`src/logic/tcc_params.svh`:
```
// Offsets, field positions, reset values and counts of the capture/compare unit
`ifndef TCC_PARAMS_SVH
`define TCC_PARAMS_SVH
`define TCC_ADDR_W 8
`define TCC_NUM_CH 4
`define TCC_OFS_CTRL 8'h00
`define TCC_OFS_STATUS 8'h04
`define TCC_OFS_SOFTGEN 8'h08
`define TCC_OFS_BURST_CFG 8'h0c
`define TCC_OFS_BURST_WIN 8'h10
`define TCC_OFS_CFG0 8'h20
`define TCC_OFS_CV0 8'h30
`define TCC_CTRL_RUN 0
`define TCC_CTRL_HOLD 1
`define TCC_CTRL_ALIGN_LO 2
`define TCC_CTRL_ALIGN_HI 3
`define TCC_CTRL_CDE 4
`define TCC_CTRL_RESET 5'h00
`define TCC_CFG_W 19
`define TCC_CFG_RESET 19'h00000
`define TCC_CV_RESET 16'h0000
`define TCC_BC_START_LO 0
`define TCC_BC_START_HI 4
`define TCC_BC_COUNT_LO 8
`define TCC_BC_COUNT_HI 12
`define TCC_STAT_OVC_LO 4
`define TCC_STAT_OVC_HI 7
`define TCC_ALIGN_DOWN 2'b01
`define TCC_ALIGN_UP 2'b10
`define TCC_ALIGN_BOTH 2'b11
`endif

```
`src/logic/tcc_pkg.sv`:
```
// Types shared by the capture/compare unit
package tcc_pkg;
    typedef enum logic [1:0] {
        TCC_MODE_OUTPUT = 2'b00,
        TCC_MODE_OWN = 2'b01,
        TCC_MODE_NEIGHBOUR = 2'b10,
        TCC_MODE_TRIGGER = 2'b11
    } tcc_mode_t;
    typedef enum logic [2:0] {
        TCC_OCC_FROZEN = 3'b000,
        TCC_OCC_SET = 3'b001,
        TCC_OCC_TOGGLE = 3'b010,
        TCC_OCC_CLEAR = 3'b011,
        TCC_OCC_FORCE_LOW = 3'b100,
        TCC_OCC_FORCE_HIGH = 3'b101,
        TCC_OCC_PWM0 = 3'b110,
        TCC_OCC_PWM1 = 3'b111
    } tcc_occ_t;
    typedef enum logic [0:0] {
        TCC_DMA_IDLE = 1'b0,
        TCC_DMA_BUSY = 1'b1
    } tcc_dma_state_t;
    typedef struct packed {
        logic xor_input_select;
        logic channel_dma_enable;
        logic channel_irq_enable;
        logic channel_output_enable;
        logic channel_neg_polarity;
        logic channel_polarity;
        logic compare_clear_enable;
        logic compare_shadow_enable;
        logic [2:0] compare_output_control;
        logic [1:0] capture_prescale;
        logic [3:0] capture_filter_setting;
        logic [1:0] channel_mode_select;
    } tcc_chan_cfg_t;
    typedef struct packed {
        logic [15:0] count;
        logic [15:0] auto_reload_value;
        logic down;
        logic tick;
        logic update_event;
    } tcc_counter_t;
endpackage

```
`src/logic/tcc_channels.sv`:
```
// Four-channel input capture / output compare unit with burst DMA window
`include "tcc_params.svh"

// Contract
// Selected edge copies counter, sets event flag
// Raw input: own pin or XOR of 0-2
// Synchronise, filter, then polarity edge detect
// Mode picks own, other channel, or trigger
// Prescaler divides qualified edges into captures
// Input mode blocks software compare value writes
// Capture with flag set raises overcapture
// Soft generate raises interrupt or DMA directly
// Mode 01 own input, 10 neighbour input
// Compare match sets, clears or toggles output
// Match sets flag, interrupt and DMA request
// Output is prepare xor polarity, enable gated
// Codes 110/111 generate PWM waveforms
// Edge aligned: period reload, duty compare
// Center aligned: period and duty doubled
// Compare above reload: PWM0 low, PWM1 high; code pins the level only when counting up
// Match: 000 keep, 001 high, 011 low
// Codes 100/101 force inactive or active
// Clear enable: trigger forces low until update
// Compare rewrites applied per shadow enable
// Burst window maps to start-index register
// Each DMA event issues count plus one requests; code drops events that arrive during a burst
// Debug halt with hold bit stops counter
// Align mode gates flags by count direction
// No capture unless enabled; software clears flags
module tcc_channels
    import tcc_pkg::*;
(
    // Clock and reset
    input wire logic mclk_in,
    input wire logic reset_in,
    // Register port
    input wire logic [`TCC_ADDR_W-1:0] reg_addr_in,
    input wire logic [31:0] reg_wdata_in,
    input wire logic reg_wr_in,
    input wire logic reg_rd_in,
    output logic [31:0] reg_rdata_out,
    // Counter side
    input wire tcc_counter_t counter_in,
    input wire logic debug_halt_in,
    output logic counter_run_out,
    output logic counter_stop_out,
    // Channel pins and triggers
    input wire logic [`TCC_NUM_CH-1:0] ch_pin_in,
    input wire logic internal_trigger_in,
    input wire logic filtered_ext_trigger_in,
    output logic [`TCC_NUM_CH-1:0] channel_output_pin_signal_out,
    output logic [`TCC_NUM_CH-1:0] channel_output_enable_out,
    // Requests
    output logic [`TCC_NUM_CH-1:0] ch_irq_out,
    output logic dma_req_out
);

    localparam int NCH = `TCC_NUM_CH;

    ////////////////////////////////////////
    // Control registers and address remapping

    logic [4:0] ctrl_ff;
    logic [12:0] burst_cfg_ff;
    logic [4:0] burst_pos_ff;
    logic [5:0] dma_left_ff;
    tcc_dma_state_t dma_state_ff;
    tcc_chan_cfg_t cfg_ff [NCH];
    logic [15:0] cv_ff [NCH];
    logic [NCH-1:0] flag_ff;
    logic [NCH-1:0] ovc_ff;
    logic [NCH-1:0] flag_set;
    logic [NCH-1:0] ovc_set;
    logic [NCH-1:0] dma_evt;
    logic [`TCC_ADDR_W-1:0] eff_addr;
    logic win_hit;
    logic [4:0] win_index;
    logic [31:0] nxt_rdata;
    logic [1:0] align_mode_select;

    assign align_mode_select = ctrl_ff[`TCC_CTRL_ALIGN_HI:`TCC_CTRL_ALIGN_LO];
    assign win_hit = (reg_wr_in || reg_rd_in) && (reg_addr_in == `TCC_OFS_BURST_WIN);
    assign win_index = 5'(burst_cfg_ff[`TCC_BC_START_HI:`TCC_BC_START_LO] + burst_pos_ff);
    // Window maps to start index plus progress
    assign eff_addr = win_hit ? {1'b0, win_index, 2'b00} : reg_addr_in;

    always_ff @(posedge mclk_in) begin
        if (reset_in) begin
            ctrl_ff <= `TCC_CTRL_RESET;
        end else if (reg_wr_in && eff_addr == `TCC_OFS_CTRL) begin
            ctrl_ff <= reg_wdata_in[4:0];
        end
    end

    always_ff @(posedge mclk_in) begin
        if (reset_in) begin
            burst_cfg_ff <= 13'h0000;
        end else if (reg_wr_in && eff_addr == `TCC_OFS_BURST_CFG) begin
            burst_cfg_ff <= {reg_wdata_in[12:8], 3'h0, reg_wdata_in[4:0]};
        end
    end

    // Debug halt with hold set freezes counting
    always_ff @(posedge mclk_in) begin
        if (reset_in) begin
            counter_stop_out <= 1'b0;
            counter_run_out <= 1'b0;
        end else begin
            counter_stop_out <= debug_halt_in && ctrl_ff[`TCC_CTRL_HOLD];
            counter_run_out <= ctrl_ff[`TCC_CTRL_RUN] &&
                !(debug_halt_in && ctrl_ff[`TCC_CTRL_HOLD]);
        end
    end

    ////////////////////////////////////////
    // Input synchronisers and XOR source

    logic [NCH-1:0] pin_meta_ff;
    logic [NCH-1:0] pin_sync_ff;
    logic itrig_prev_ff;
    logic itrig_edge;
    logic xor_012;

    always_ff @(posedge mclk_in) begin
        if (reset_in) begin
            pin_meta_ff <= 4'h0;
            pin_sync_ff <= 4'h0;
        end else begin
            pin_meta_ff <= ch_pin_in;
            pin_sync_ff <= pin_meta_ff;
        end
    end

    always_ff @(posedge mclk_in) begin
        if (reset_in) begin
            itrig_prev_ff <= 1'b0;
        end else begin
            itrig_prev_ff <= internal_trigger_in;
        end
    end

    assign itrig_edge = internal_trigger_in && !itrig_prev_ff;
    assign xor_012 = pin_sync_ff[0] ^ pin_sync_ff[1] ^ pin_sync_ff[2];

    logic [NCH-1:0] filt_ff;
    logic [NCH-1:0] filt_prev_ff;
    logic [NCH-1:0] rise;
    logic [NCH-1:0] fall;

    ////////////////////////////////////////
    // Per-channel logic

    genvar gi;
    generate
        for (gi = 0; gi < NCH; gi++) begin : g_ch
            localparam logic [7:0] CFG_OFS = 8'(`TCC_OFS_CFG0 + 4 * gi);
            localparam logic [7:0] CV_OFS = 8'(`TCC_OFS_CV0 + 4 * gi);
            logic raw_in;
            logic [3:0] filt_cnt_ff;
            logic [2:0] psc_cnt_ff;
            logic [2:0] psc_target;
            logic src_edge;
            logic sel_rise;
            logic sel_fall;
            logic qual_edge;
            logic cap_evt;
            logic capture_mode;
            logic [15:0] cv_act_ff;
            logic eq;
            logic dir_ok;
            logic cmp_evt;
            logic soft_gen;
            logic prep_ff;
            logic clr_hold_ff;
            logic pwm_level;

            assign raw_in = cfg_ff[gi].xor_input_select ? xor_012 : pin_sync_ff[gi];

            // Filter: N+1 differing samples accept a level
            always_ff @(posedge mclk_in) begin
                if (reset_in) begin
                    filt_cnt_ff <= 4'h0;
                    filt_ff[gi] <= 1'b0;
                    filt_prev_ff[gi] <= 1'b0;
                end else begin
                    filt_prev_ff[gi] <= filt_ff[gi];
                    if (raw_in == filt_ff[gi]) begin
                        filt_cnt_ff <= 4'h0;
                    end else if (filt_cnt_ff >= cfg_ff[gi].capture_filter_setting) begin
                        filt_ff[gi] <= raw_in;
                        filt_cnt_ff <= 4'h0;
                    end else begin
                        filt_cnt_ff <= 4'(filt_cnt_ff + 4'h1);
                    end
                end
            end

            assign rise[gi] = filt_ff[gi] && !filt_prev_ff[gi];
            assign fall[gi] = !filt_ff[gi] && filt_prev_ff[gi];
            assign capture_mode = cfg_ff[gi].channel_mode_select != TCC_MODE_OUTPUT;

            always_comb begin
                sel_rise = rise[gi];
                sel_fall = fall[gi];
                src_edge = 1'b0;
                case (tcc_mode_t'(cfg_ff[gi].channel_mode_select))
                    TCC_MODE_OWN: begin
                        sel_rise = rise[gi];
                        sel_fall = fall[gi];
                    end
                    TCC_MODE_NEIGHBOUR: begin
                        sel_rise = rise[gi ^ 1];
                        sel_fall = fall[gi ^ 1];
                    end
                    TCC_MODE_TRIGGER: begin
                        src_edge = itrig_edge;
                    end
                    default: begin
                        src_edge = 1'b0;
                    end
                endcase
                // Both polarity bits set selects both edges
                if (cfg_ff[gi].channel_mode_select == TCC_MODE_TRIGGER) begin
                    qual_edge = src_edge;
                end else if (cfg_ff[gi].channel_polarity && cfg_ff[gi].channel_neg_polarity) begin
                    qual_edge = sel_rise || sel_fall;
                end else if (cfg_ff[gi].channel_polarity) begin
                    qual_edge = sel_fall;
                end else begin
                    qual_edge = sel_rise;
                end
            end

            assign psc_target = 3'((4'h1 << cfg_ff[gi].capture_prescale) - 4'h1);
            assign cap_evt = capture_mode && cfg_ff[gi].channel_output_enable &&
                qual_edge && (psc_cnt_ff == psc_target);

            always_ff @(posedge mclk_in) begin
                if (reset_in || !capture_mode || !cfg_ff[gi].channel_output_enable) begin
                    psc_cnt_ff <= 3'h0;
                end else if (qual_edge) begin
                    psc_cnt_ff <= (psc_cnt_ff == psc_target) ? 3'h0 : 3'(psc_cnt_ff + 3'h1);
                end
            end

            always_ff @(posedge mclk_in) begin
                if (reset_in) begin
                    cfg_ff[gi] <= `TCC_CFG_RESET;
                end else if (reg_wr_in && eff_addr == CFG_OFS) begin
                    cfg_ff[gi] <= reg_wdata_in[`TCC_CFG_W-1:0];
                end
            end

            // Capture wins; software writes only in output mode
            always_ff @(posedge mclk_in) begin
                if (reset_in) begin
                    cv_ff[gi] <= `TCC_CV_RESET;
                end else if (cap_evt) begin
                    cv_ff[gi] <= counter_in.count;
                end else if (reg_wr_in && eff_addr == CV_OFS && !capture_mode) begin
                    cv_ff[gi] <= reg_wdata_in[15:0];
                end
            end

            // Shadowed value loads only at an update event
            always_ff @(posedge mclk_in) begin
                if (reset_in) begin
                    cv_act_ff <= `TCC_CV_RESET;
                end else if (!cfg_ff[gi].compare_shadow_enable || counter_in.update_event) begin
                    cv_act_ff <= cv_ff[gi];
                end
            end

            assign eq = counter_in.count == cv_act_ff;
            always_comb begin
                case (align_mode_select)
                    `TCC_ALIGN_DOWN: dir_ok = counter_in.down;
                    `TCC_ALIGN_UP: dir_ok = !counter_in.down;
                    `TCC_ALIGN_BOTH: dir_ok = 1'b1;
                    default: dir_ok = 1'b1;
                endcase
            end
            assign cmp_evt = !capture_mode && counter_in.tick && eq && dir_ok;
            assign soft_gen = reg_wr_in && eff_addr == `TCC_OFS_SOFTGEN && reg_wdata_in[gi];

            assign flag_set[gi] = cap_evt || cmp_evt || soft_gen;
            assign ovc_set[gi] = cap_evt && flag_ff[gi];
            assign dma_evt[gi] = (cap_evt && cfg_ff[gi].channel_dma_enable) ||
                (cmp_evt && ctrl_ff[`TCC_CTRL_CDE]) ||
                (soft_gen && cfg_ff[gi].channel_dma_enable);

            // Up counting with compare beyond reload pins the PWM level
            always_comb begin
                if (!counter_in.down && cv_act_ff > counter_in.auto_reload_value) begin
                    pwm_level = 1'b0;
                end else begin
                    // Counter sweep sets period and duty
                    pwm_level = counter_in.count < cv_act_ff;
                end
            end

            always_ff @(posedge mclk_in) begin
                if (reset_in) begin
                    clr_hold_ff <= 1'b0;
                end else if (cfg_ff[gi].compare_clear_enable && filtered_ext_trigger_in) begin
                    clr_hold_ff <= 1'b1;
                end else if (counter_in.update_event || !cfg_ff[gi].compare_clear_enable) begin
                    clr_hold_ff <= 1'b0;
                end
            end

            always_ff @(posedge mclk_in) begin
                if (reset_in) begin
                    prep_ff <= 1'b0;
                end else if (clr_hold_ff || (cfg_ff[gi].compare_clear_enable &&
                        filtered_ext_trigger_in)) begin
                    prep_ff <= 1'b0;
                end else begin
                    case (tcc_occ_t'(cfg_ff[gi].compare_output_control))
                        TCC_OCC_FROZEN: prep_ff <= prep_ff;
                        TCC_OCC_SET: begin
                            if (counter_in.tick && eq) begin
                                prep_ff <= 1'b1;
                            end
                        end
                        TCC_OCC_TOGGLE: begin
                            if (counter_in.tick && eq) begin
                                prep_ff <= !prep_ff;
                            end
                        end
                        TCC_OCC_CLEAR: begin
                            if (counter_in.tick && eq) begin
                                prep_ff <= 1'b0;
                            end
                        end
                        TCC_OCC_FORCE_LOW: prep_ff <= 1'b0;
                        TCC_OCC_FORCE_HIGH: prep_ff <= 1'b1;
                        TCC_OCC_PWM0: prep_ff <= pwm_level;
                        TCC_OCC_PWM1: prep_ff <= !pwm_level;
                        default: prep_ff <= prep_ff;
                    endcase
                end
            end

            always_ff @(posedge mclk_in) begin
                if (reset_in) begin
                    channel_output_pin_signal_out[gi] <= 1'b0;
                    channel_output_enable_out[gi] <= 1'b0;
                end else begin
                    channel_output_pin_signal_out[gi] <= (prep_ff ^ cfg_ff[gi].channel_polarity) &&
                        cfg_ff[gi].channel_output_enable && !capture_mode;
                    channel_output_enable_out[gi] <= cfg_ff[gi].channel_output_enable &&
                        !capture_mode;
                end
            end

            always_ff @(posedge mclk_in) begin
                if (reset_in) begin
                    ch_irq_out[gi] <= 1'b0;
                end else begin
                    ch_irq_out[gi] <= flag_ff[gi] && cfg_ff[gi].channel_irq_enable;
                end
            end
        end
    endgenerate

    ////////////////////////////////////////
    // Flags: write one to clear, a new event in the same cycle wins

    logic status_wr;
    assign status_wr = reg_wr_in && eff_addr == `TCC_OFS_STATUS;

    always_ff @(posedge mclk_in) begin
        if (reset_in) begin
            flag_ff <= 4'h0;
            ovc_ff <= 4'h0;
        end else begin
            flag_ff <= (flag_ff & ~(status_wr ? reg_wdata_in[3:0] : 4'h0)) | flag_set;
            ovc_ff <= (ovc_ff & ~(status_wr ?
                reg_wdata_in[`TCC_STAT_OVC_HI:`TCC_STAT_OVC_LO] : 4'h0)) | ovc_set;
        end
    end

    ////////////////////////////////////////
    // Burst DMA; events during a burst are dropped

    always_ff @(posedge mclk_in) begin
        if (reset_in) begin
            dma_state_ff <= TCC_DMA_IDLE;
            dma_left_ff <= 6'h00;
            burst_pos_ff <= 5'h00;
        end else begin
            case (dma_state_ff)
                TCC_DMA_IDLE: begin
                    burst_pos_ff <= 5'h00;
                    if (|dma_evt) begin
                        dma_left_ff <= 6'({1'b0, burst_cfg_ff[`TCC_BC_COUNT_HI:`TCC_BC_COUNT_LO]}
                            + 6'h01);
                        dma_state_ff <= TCC_DMA_BUSY;
                    end
                end
                TCC_DMA_BUSY: begin
                    if (win_hit) begin
                        dma_left_ff <= 6'(dma_left_ff - 6'h01);
                        burst_pos_ff <= 5'(burst_pos_ff + 5'h01);
                        if (dma_left_ff == 6'h01) begin
                            dma_state_ff <= TCC_DMA_IDLE;
                        end
                    end
                end
                default: dma_state_ff <= TCC_DMA_IDLE;
            endcase
        end
    end

    // Request drops after the serving window access
    always_ff @(posedge mclk_in) begin
        if (reset_in) begin
            dma_req_out <= 1'b0;
        end else begin
            dma_req_out <= (dma_state_ff == TCC_DMA_BUSY) &&
                !win_hit;
        end
    end

    ////////////////////////////////////////
    // Read path

    always_comb begin
        nxt_rdata = '0;
        if (eff_addr == `TCC_OFS_CTRL) begin
            nxt_rdata = {27'h0, ctrl_ff};
        end else if (eff_addr == `TCC_OFS_STATUS) begin
            nxt_rdata = {24'h0, ovc_ff, flag_ff};
        end else if (eff_addr == `TCC_OFS_BURST_CFG) begin
            nxt_rdata = {19'h0, burst_cfg_ff};
        end else if (eff_addr[7:4] == `TCC_OFS_CFG0 >> 4) begin
            nxt_rdata = {13'h0, cfg_ff[eff_addr[3:2]]};
        end else if (eff_addr[7:4] == `TCC_OFS_CV0 >> 4) begin
            nxt_rdata = {16'h0, cv_ff[eff_addr[3:2]]};
        end
    end

    always_ff @(posedge mclk_in) begin
        if (reset_in) begin
            reg_rdata_out <= '0;
        end else if (reg_rd_in) begin
            reg_rdata_out <= nxt_rdata;
        end else begin
            reg_rdata_out <= '0;
        end
    end

endmodule

```
`config.mk`:
```
export PLATFORM = sky130hd
export DESIGN_NAME = tcc_channels
export DESIGN_NICKNAME = d
export VERILOG_FILES = /design/src/logic/tcc_pkg.sv /design/src/logic/tcc_channels.sv
export VERILOG_INCLUDE_DIRS = /design/src /design/src/logic
export SDC_FILE = /design/constraint.sdc
export NUM_CORES = 1
export LEC_CHECK = 0
export BUFFER_PORTS_ARGS = -buffer_cell sky130_fd_sc_hd__buf_2
export CAP_MARGIN = 10
export CORE_MARGIN = 10
export CORE_UTILIZATION = 40
export DETAILED_ROUTE_END_ITERATION = 10
export GPL_TIMING_DRIVEN = 0
export SLEW_MARGIN = 20
export SYNTH_ARGS = -nofsm -noshare
export SYNTH_HDL_FRONTEND = slang
export SYNTH_SLANG_ARGS = --single-unit
export TNS_END_PERCENT = 50
```
`constraint.sdc`:
```
create_clock -name mclk_in -period 10.6 [get_ports mclk_in]
set_input_delay 1.59 -clock mclk_in [delete_from_list [all_inputs] [get_ports mclk_in]]
set_output_delay 1.59 -clock mclk_in [all_outputs]
set_load 0.01 [all_outputs]
```
==> run_results.csv <==
group,metric,value,unit
run_status,status,"finished, final reports clean",
sta,rsz0062_at_grt,"no",
clock_network,postCtsSetupBuffers,0,
final_layout,multi_input_area,9540,µm²
worst_setup_path,rr_startpoint,"burst_cfg_ff[0]$_SDFFE_PP0P_",
worst_setup_path,r2r_end,"flag_ff[2]$_SDFF_PP0_",
worst_setup_path,path_class,"in -> reg",
synthesis,synthMuxAreaShare,2.63,%
floorplanning,dieHeight,234,µm
clock_network,clk_pin_slew_worst_paths,0.06,ns
synthesis,ys_types,73,
synthesis,yosysWarningCount,0,
floorplanning,dieArea,54700,µm²
global_routing,grt_antenna_before_repair,5,
synthesis,netlist_area,18300,µm²
synthesis,synth_ff_type,"dfxtp_1",
power,p_clk_share,45.0,%
synthesis,synth-seq-cells,326,
min_path,min_from,"pin_meta_ff[0]$_SDFF_PP0_",
floorplanning,fp-row-count,78,
drt,drc,0,
global_routing,first_global_vias,15600,
sta,finalSetupTns,0,ns
synthesis,synth_top_family_by_area,"simple AND/OR/NAND/NOR gates",
floorplanning,io_pins,133,
worst_setup_path,crit_chain,"buf_2 > or4_4 > or3_1 > clkbuf_1 > o21ai_1 > nand3_1 > nor3_4 > or3_1",
power,p_leak,0.00840,µW
power,switching_share,26.2,%
global_routing,grt_usage,24.0,%
clock_network,cts_tree,"yes",
clock_network,htreeDepth,2,
job,drv_cap,0,
sta,fin_worst_skew,0.0263,ns
clock_network,cts_hold_buf,0,
worst_setup_path,slowest_delay,0.83,ns
worst_setup_path,critPathBufInv,2,
synthesis,synthCells,1956,
drt,route.detailed.wl_per_inst,24.4,µm
floorplanning,coreArea,45300,µm²
clock_network,numCtsBuffers,40,
clock_network,cts_root_buf,"clkbuf_16",
power,intPower,2300,µW
min_path,min_path_type,"reg -> reg",
final_layout,fillCellCount,4370,
worst_setup_path,crit_family,"simple AND/OR/NAND/NOR gates",
placement,portBuffers,97,
synthesis,yosysSeqAreaShare,43.3,%
worst_setup_path,required,10.78,ns
drt,ant_nets,0,
placement,gp_congestion,0.961,
min_path,worst_hold_path.endpoint,"pin_sync_ff[0]$_SDFF_PP0_",
power,pwr-share-comb,10.7,%
final_layout,drive_gt1_share,10.7,%
worst_setup_path,critPathArrivalTime,5.75,ns
clock_network,ctsResizeCount,0,
final_layout,syn2layout_area_growth,15.4,%
power,p_per_area,148,nW/µm²
floorplanning,floorplan.initialDensity,40.4,%
synthesis,synthAdderAreaFrac,11.2,%
global_routing,grt_pass1_wl,97400,µm
drt,dr.pass1.iters,5,
min_path,hold_depth,1,
sta,worst_pin_slew,1.21,ns
drt,vias,15900,
synthesis,synth-xor-area-share,2.25,%
final_layout,fin_area,21100,µm²
global_routing,grt_overflow,0,
floorplanning,die_w,234,µm
synthesis,synth_edf_count,140,
worst_setup_path,worstSetupEndpointType,"flop",
synthesis,syn_avg_cell_area,9.36,µm²
drt,viasPerCell,5.80,
drt,routed_wl,67100,µm
sta,period_share,52.5,%
clock_network,clockBufferDepth,3,
synthesis,synth-simple-area-share,19.5,%
power,ir_drop,0.105,mV
sta,max_slew_margin,18.5,%
sta,whs,0.431,ns
clock_network,cts_num_sinks,326,
worst_setup_path,worst_path_most_repeated_cell,"or3_1",
sta,max_freq,0.180,GHz
placement,postPlaceCellArea,19800,µm²
worst_setup_path,cp-start-kind,"primary input",
sta,hold_violations,0,
worst_setup_path,reg2regPathDepth,11,
final_layout,final_common_cell,"nand2_1",
final_layout,fin_nets,2362,
power,seqPwrFrac,44.3,%
worst_setup_path,crit_path_top_delay_cell,"o21ai_1",
sta,finalMaxSlewViolations,0,
power,netSwitchingPower,818,µW
final_layout,seq_area,7930,µm²
worst_setup_path,cp_max_fo,16,
sta,setup_viol,0,
synthesis,synth_compound_area_share,15.9,%
sta,period_needed,5.57,ns
placement,dp_hpwl,52500,µm
clock_network,clk_latency,0.57,ns
global_routing,grt_max_degree,17,
worst_setup_path,reg2reg_slack,5.83,ns
final_layout,mostFrequentLayoutCells,"nand2_1, dfxtp_1, ha_1",
synthesis,ys_async_sr_fraction,0,%
drt,drt_iter0_drc,1517,
## layout make-up
cell class / count / share of cell area, %
multi-input combinational: 1405 / 45.1
sequential: 326 / 37.5
clock buffer: 60 / 5.93
tap: 600 / 3.55
timing repair buffer: 103 / 2.86
inverter: 137 / 2.43
buffer: 100 / 2.06
clock inverter: 14 / 0.492
antenna: 1 / 0.0118
## power groups by stage
stage / clock network [µW] / logic, µW / registers, µW
finish: 1410 / 333 / 1380
global route: 1470 / 362 / 1390
CTS: 1420 / 325 / 1380
detailed placement: 0 / 323 / 1410
global placement: 0 / 308 / 1410
floorplan: 0 / 190 / 1390
## per-layer routing
metal  part of all wire, %  global-route usage (%)  vias up
met1                    42                    31.0     7649
met2                    44                    37.1      765
met4                   4.2                    10.5        6
met3                   9.9                    6.36      155
met5                 0.045                       0        -
li1                      -                       -     7358
## kinds of logic after synthesis
| kind of cell | count (synthesis) |
|---|---|
| XOR/XNOR | 47 |
| flip-flops | 326 |
| adder cells (fa/ha/maj) | 163 |
| buffers and inverters | 237 |
| other | 1 |
| AND/OR/NAND/NOR | 721 |
| AO/OA/AOI/OAI | 430 |
| multiplexers | 31 |
## metrics by stage
step / total power (µW) / setup WS [ns] / util, % / instances
5_1_grt: 3220 / 4.95 / 46.7 / 2745
6_report: 3120 / 5.03 / 46.7 / 2746
3_5_place_dp: 1730 / 4.63 / 43.7 / 2671
3_3_place_gp: 1720 / 2.62 / 43.3 / 2665
2_1_floorplan: 1580 / 5.11 / - / 1968
4_1_cts: 3130 / 5.21 / 46.7 / 2745
## synthesized netlist by cell type (all sizes together), types with 10 or more instances
master	number	share of area (%)
nand2	289	5.9
or3	14	0.48
a31oi	17	0.58
and3	17	0.58
clkbuf	78	1.6
nor2	91	1.9
a311oi	14	0.67
a21o	14	0.57
a21oi	134	3.7
and2	89	3.0
nor2b	30	1.0
xor2	20	0.96
xnor2	27	1.3
a22oi	12	0.49
buf	22	0.78
inv	137	2.8
dfxtp	186	20
nor3b	20	0.82
a22o	64	3.1
mux4	13	1.6
mux2i	11	0.60
ha	162	11
a211oi	28	1.1
o21ai	57	1.6
o22ai	10	0.34
nand3	48	1.3
nor3	47	1.5
edfxtp	140	23
nand4	39	1.3
o211ai	17	0.70
## registers in the layout, summed over array words and instances (netlist names), 5 cells and up
register / count
burst_cfg_ff: 10
dma_left_ff: 6
burst_pos_ff: 5
g_ch.cv_act_ff: 64
reg_rdata_out: 19
cv_ff: 64
g_ch.psc_cnt_ff: 12
ctrl_ff: 5
g_ch.filt_cnt_ff: 16
cfg_ff: 76
## worst reg2reg max path, cell delays in order, from the launching register on
cell and delay (ns):
dfxtp_1 0.47, ha_1 0.22, inv_1 0.06, fa_1 0.40, xnor2_1 0.16, o41ai_2 1.07, o21ai_1 0.29, a2111oi_0 0.68
clkbuf_1 0.45, nand3_1 0.36, o21ai_0 0.31, a41oi_1 0.14
## how the worst max path moves through the flow
| stage | startpoint | to | slack, ns | cells past startpoint |
|---|---|---|---|---|
| finish | reg_addr_in[2] | cv_ff[1][11]$_DFFE_PP_ | 5.03 | 8 |
| global route | reg_addr_in[2] | cv_ff[1][3]$_DFFE_PP_ | 4.95 | 8 |
| CTS | reg_addr_in[2] | cv_ff[1][11]$_DFFE_PP_ | 5.21 | 8 |
| detailed placement | reg_addr_in[2] | cv_ff[1][8]$_DFFE_PP_ | 4.63 | 8 |
| global placement | reg_addr_in[5] | cfg_ff[3][9]$_SDFFCE_PN0P_ | 2.62 | 7 |
| floorplan | reg_addr_in[2] | cfg_ff[0][0]$_SDFFCE_PN0P_ | 5.11 | 8 |
Note: power is estimated with default switching activity, not from simulation.
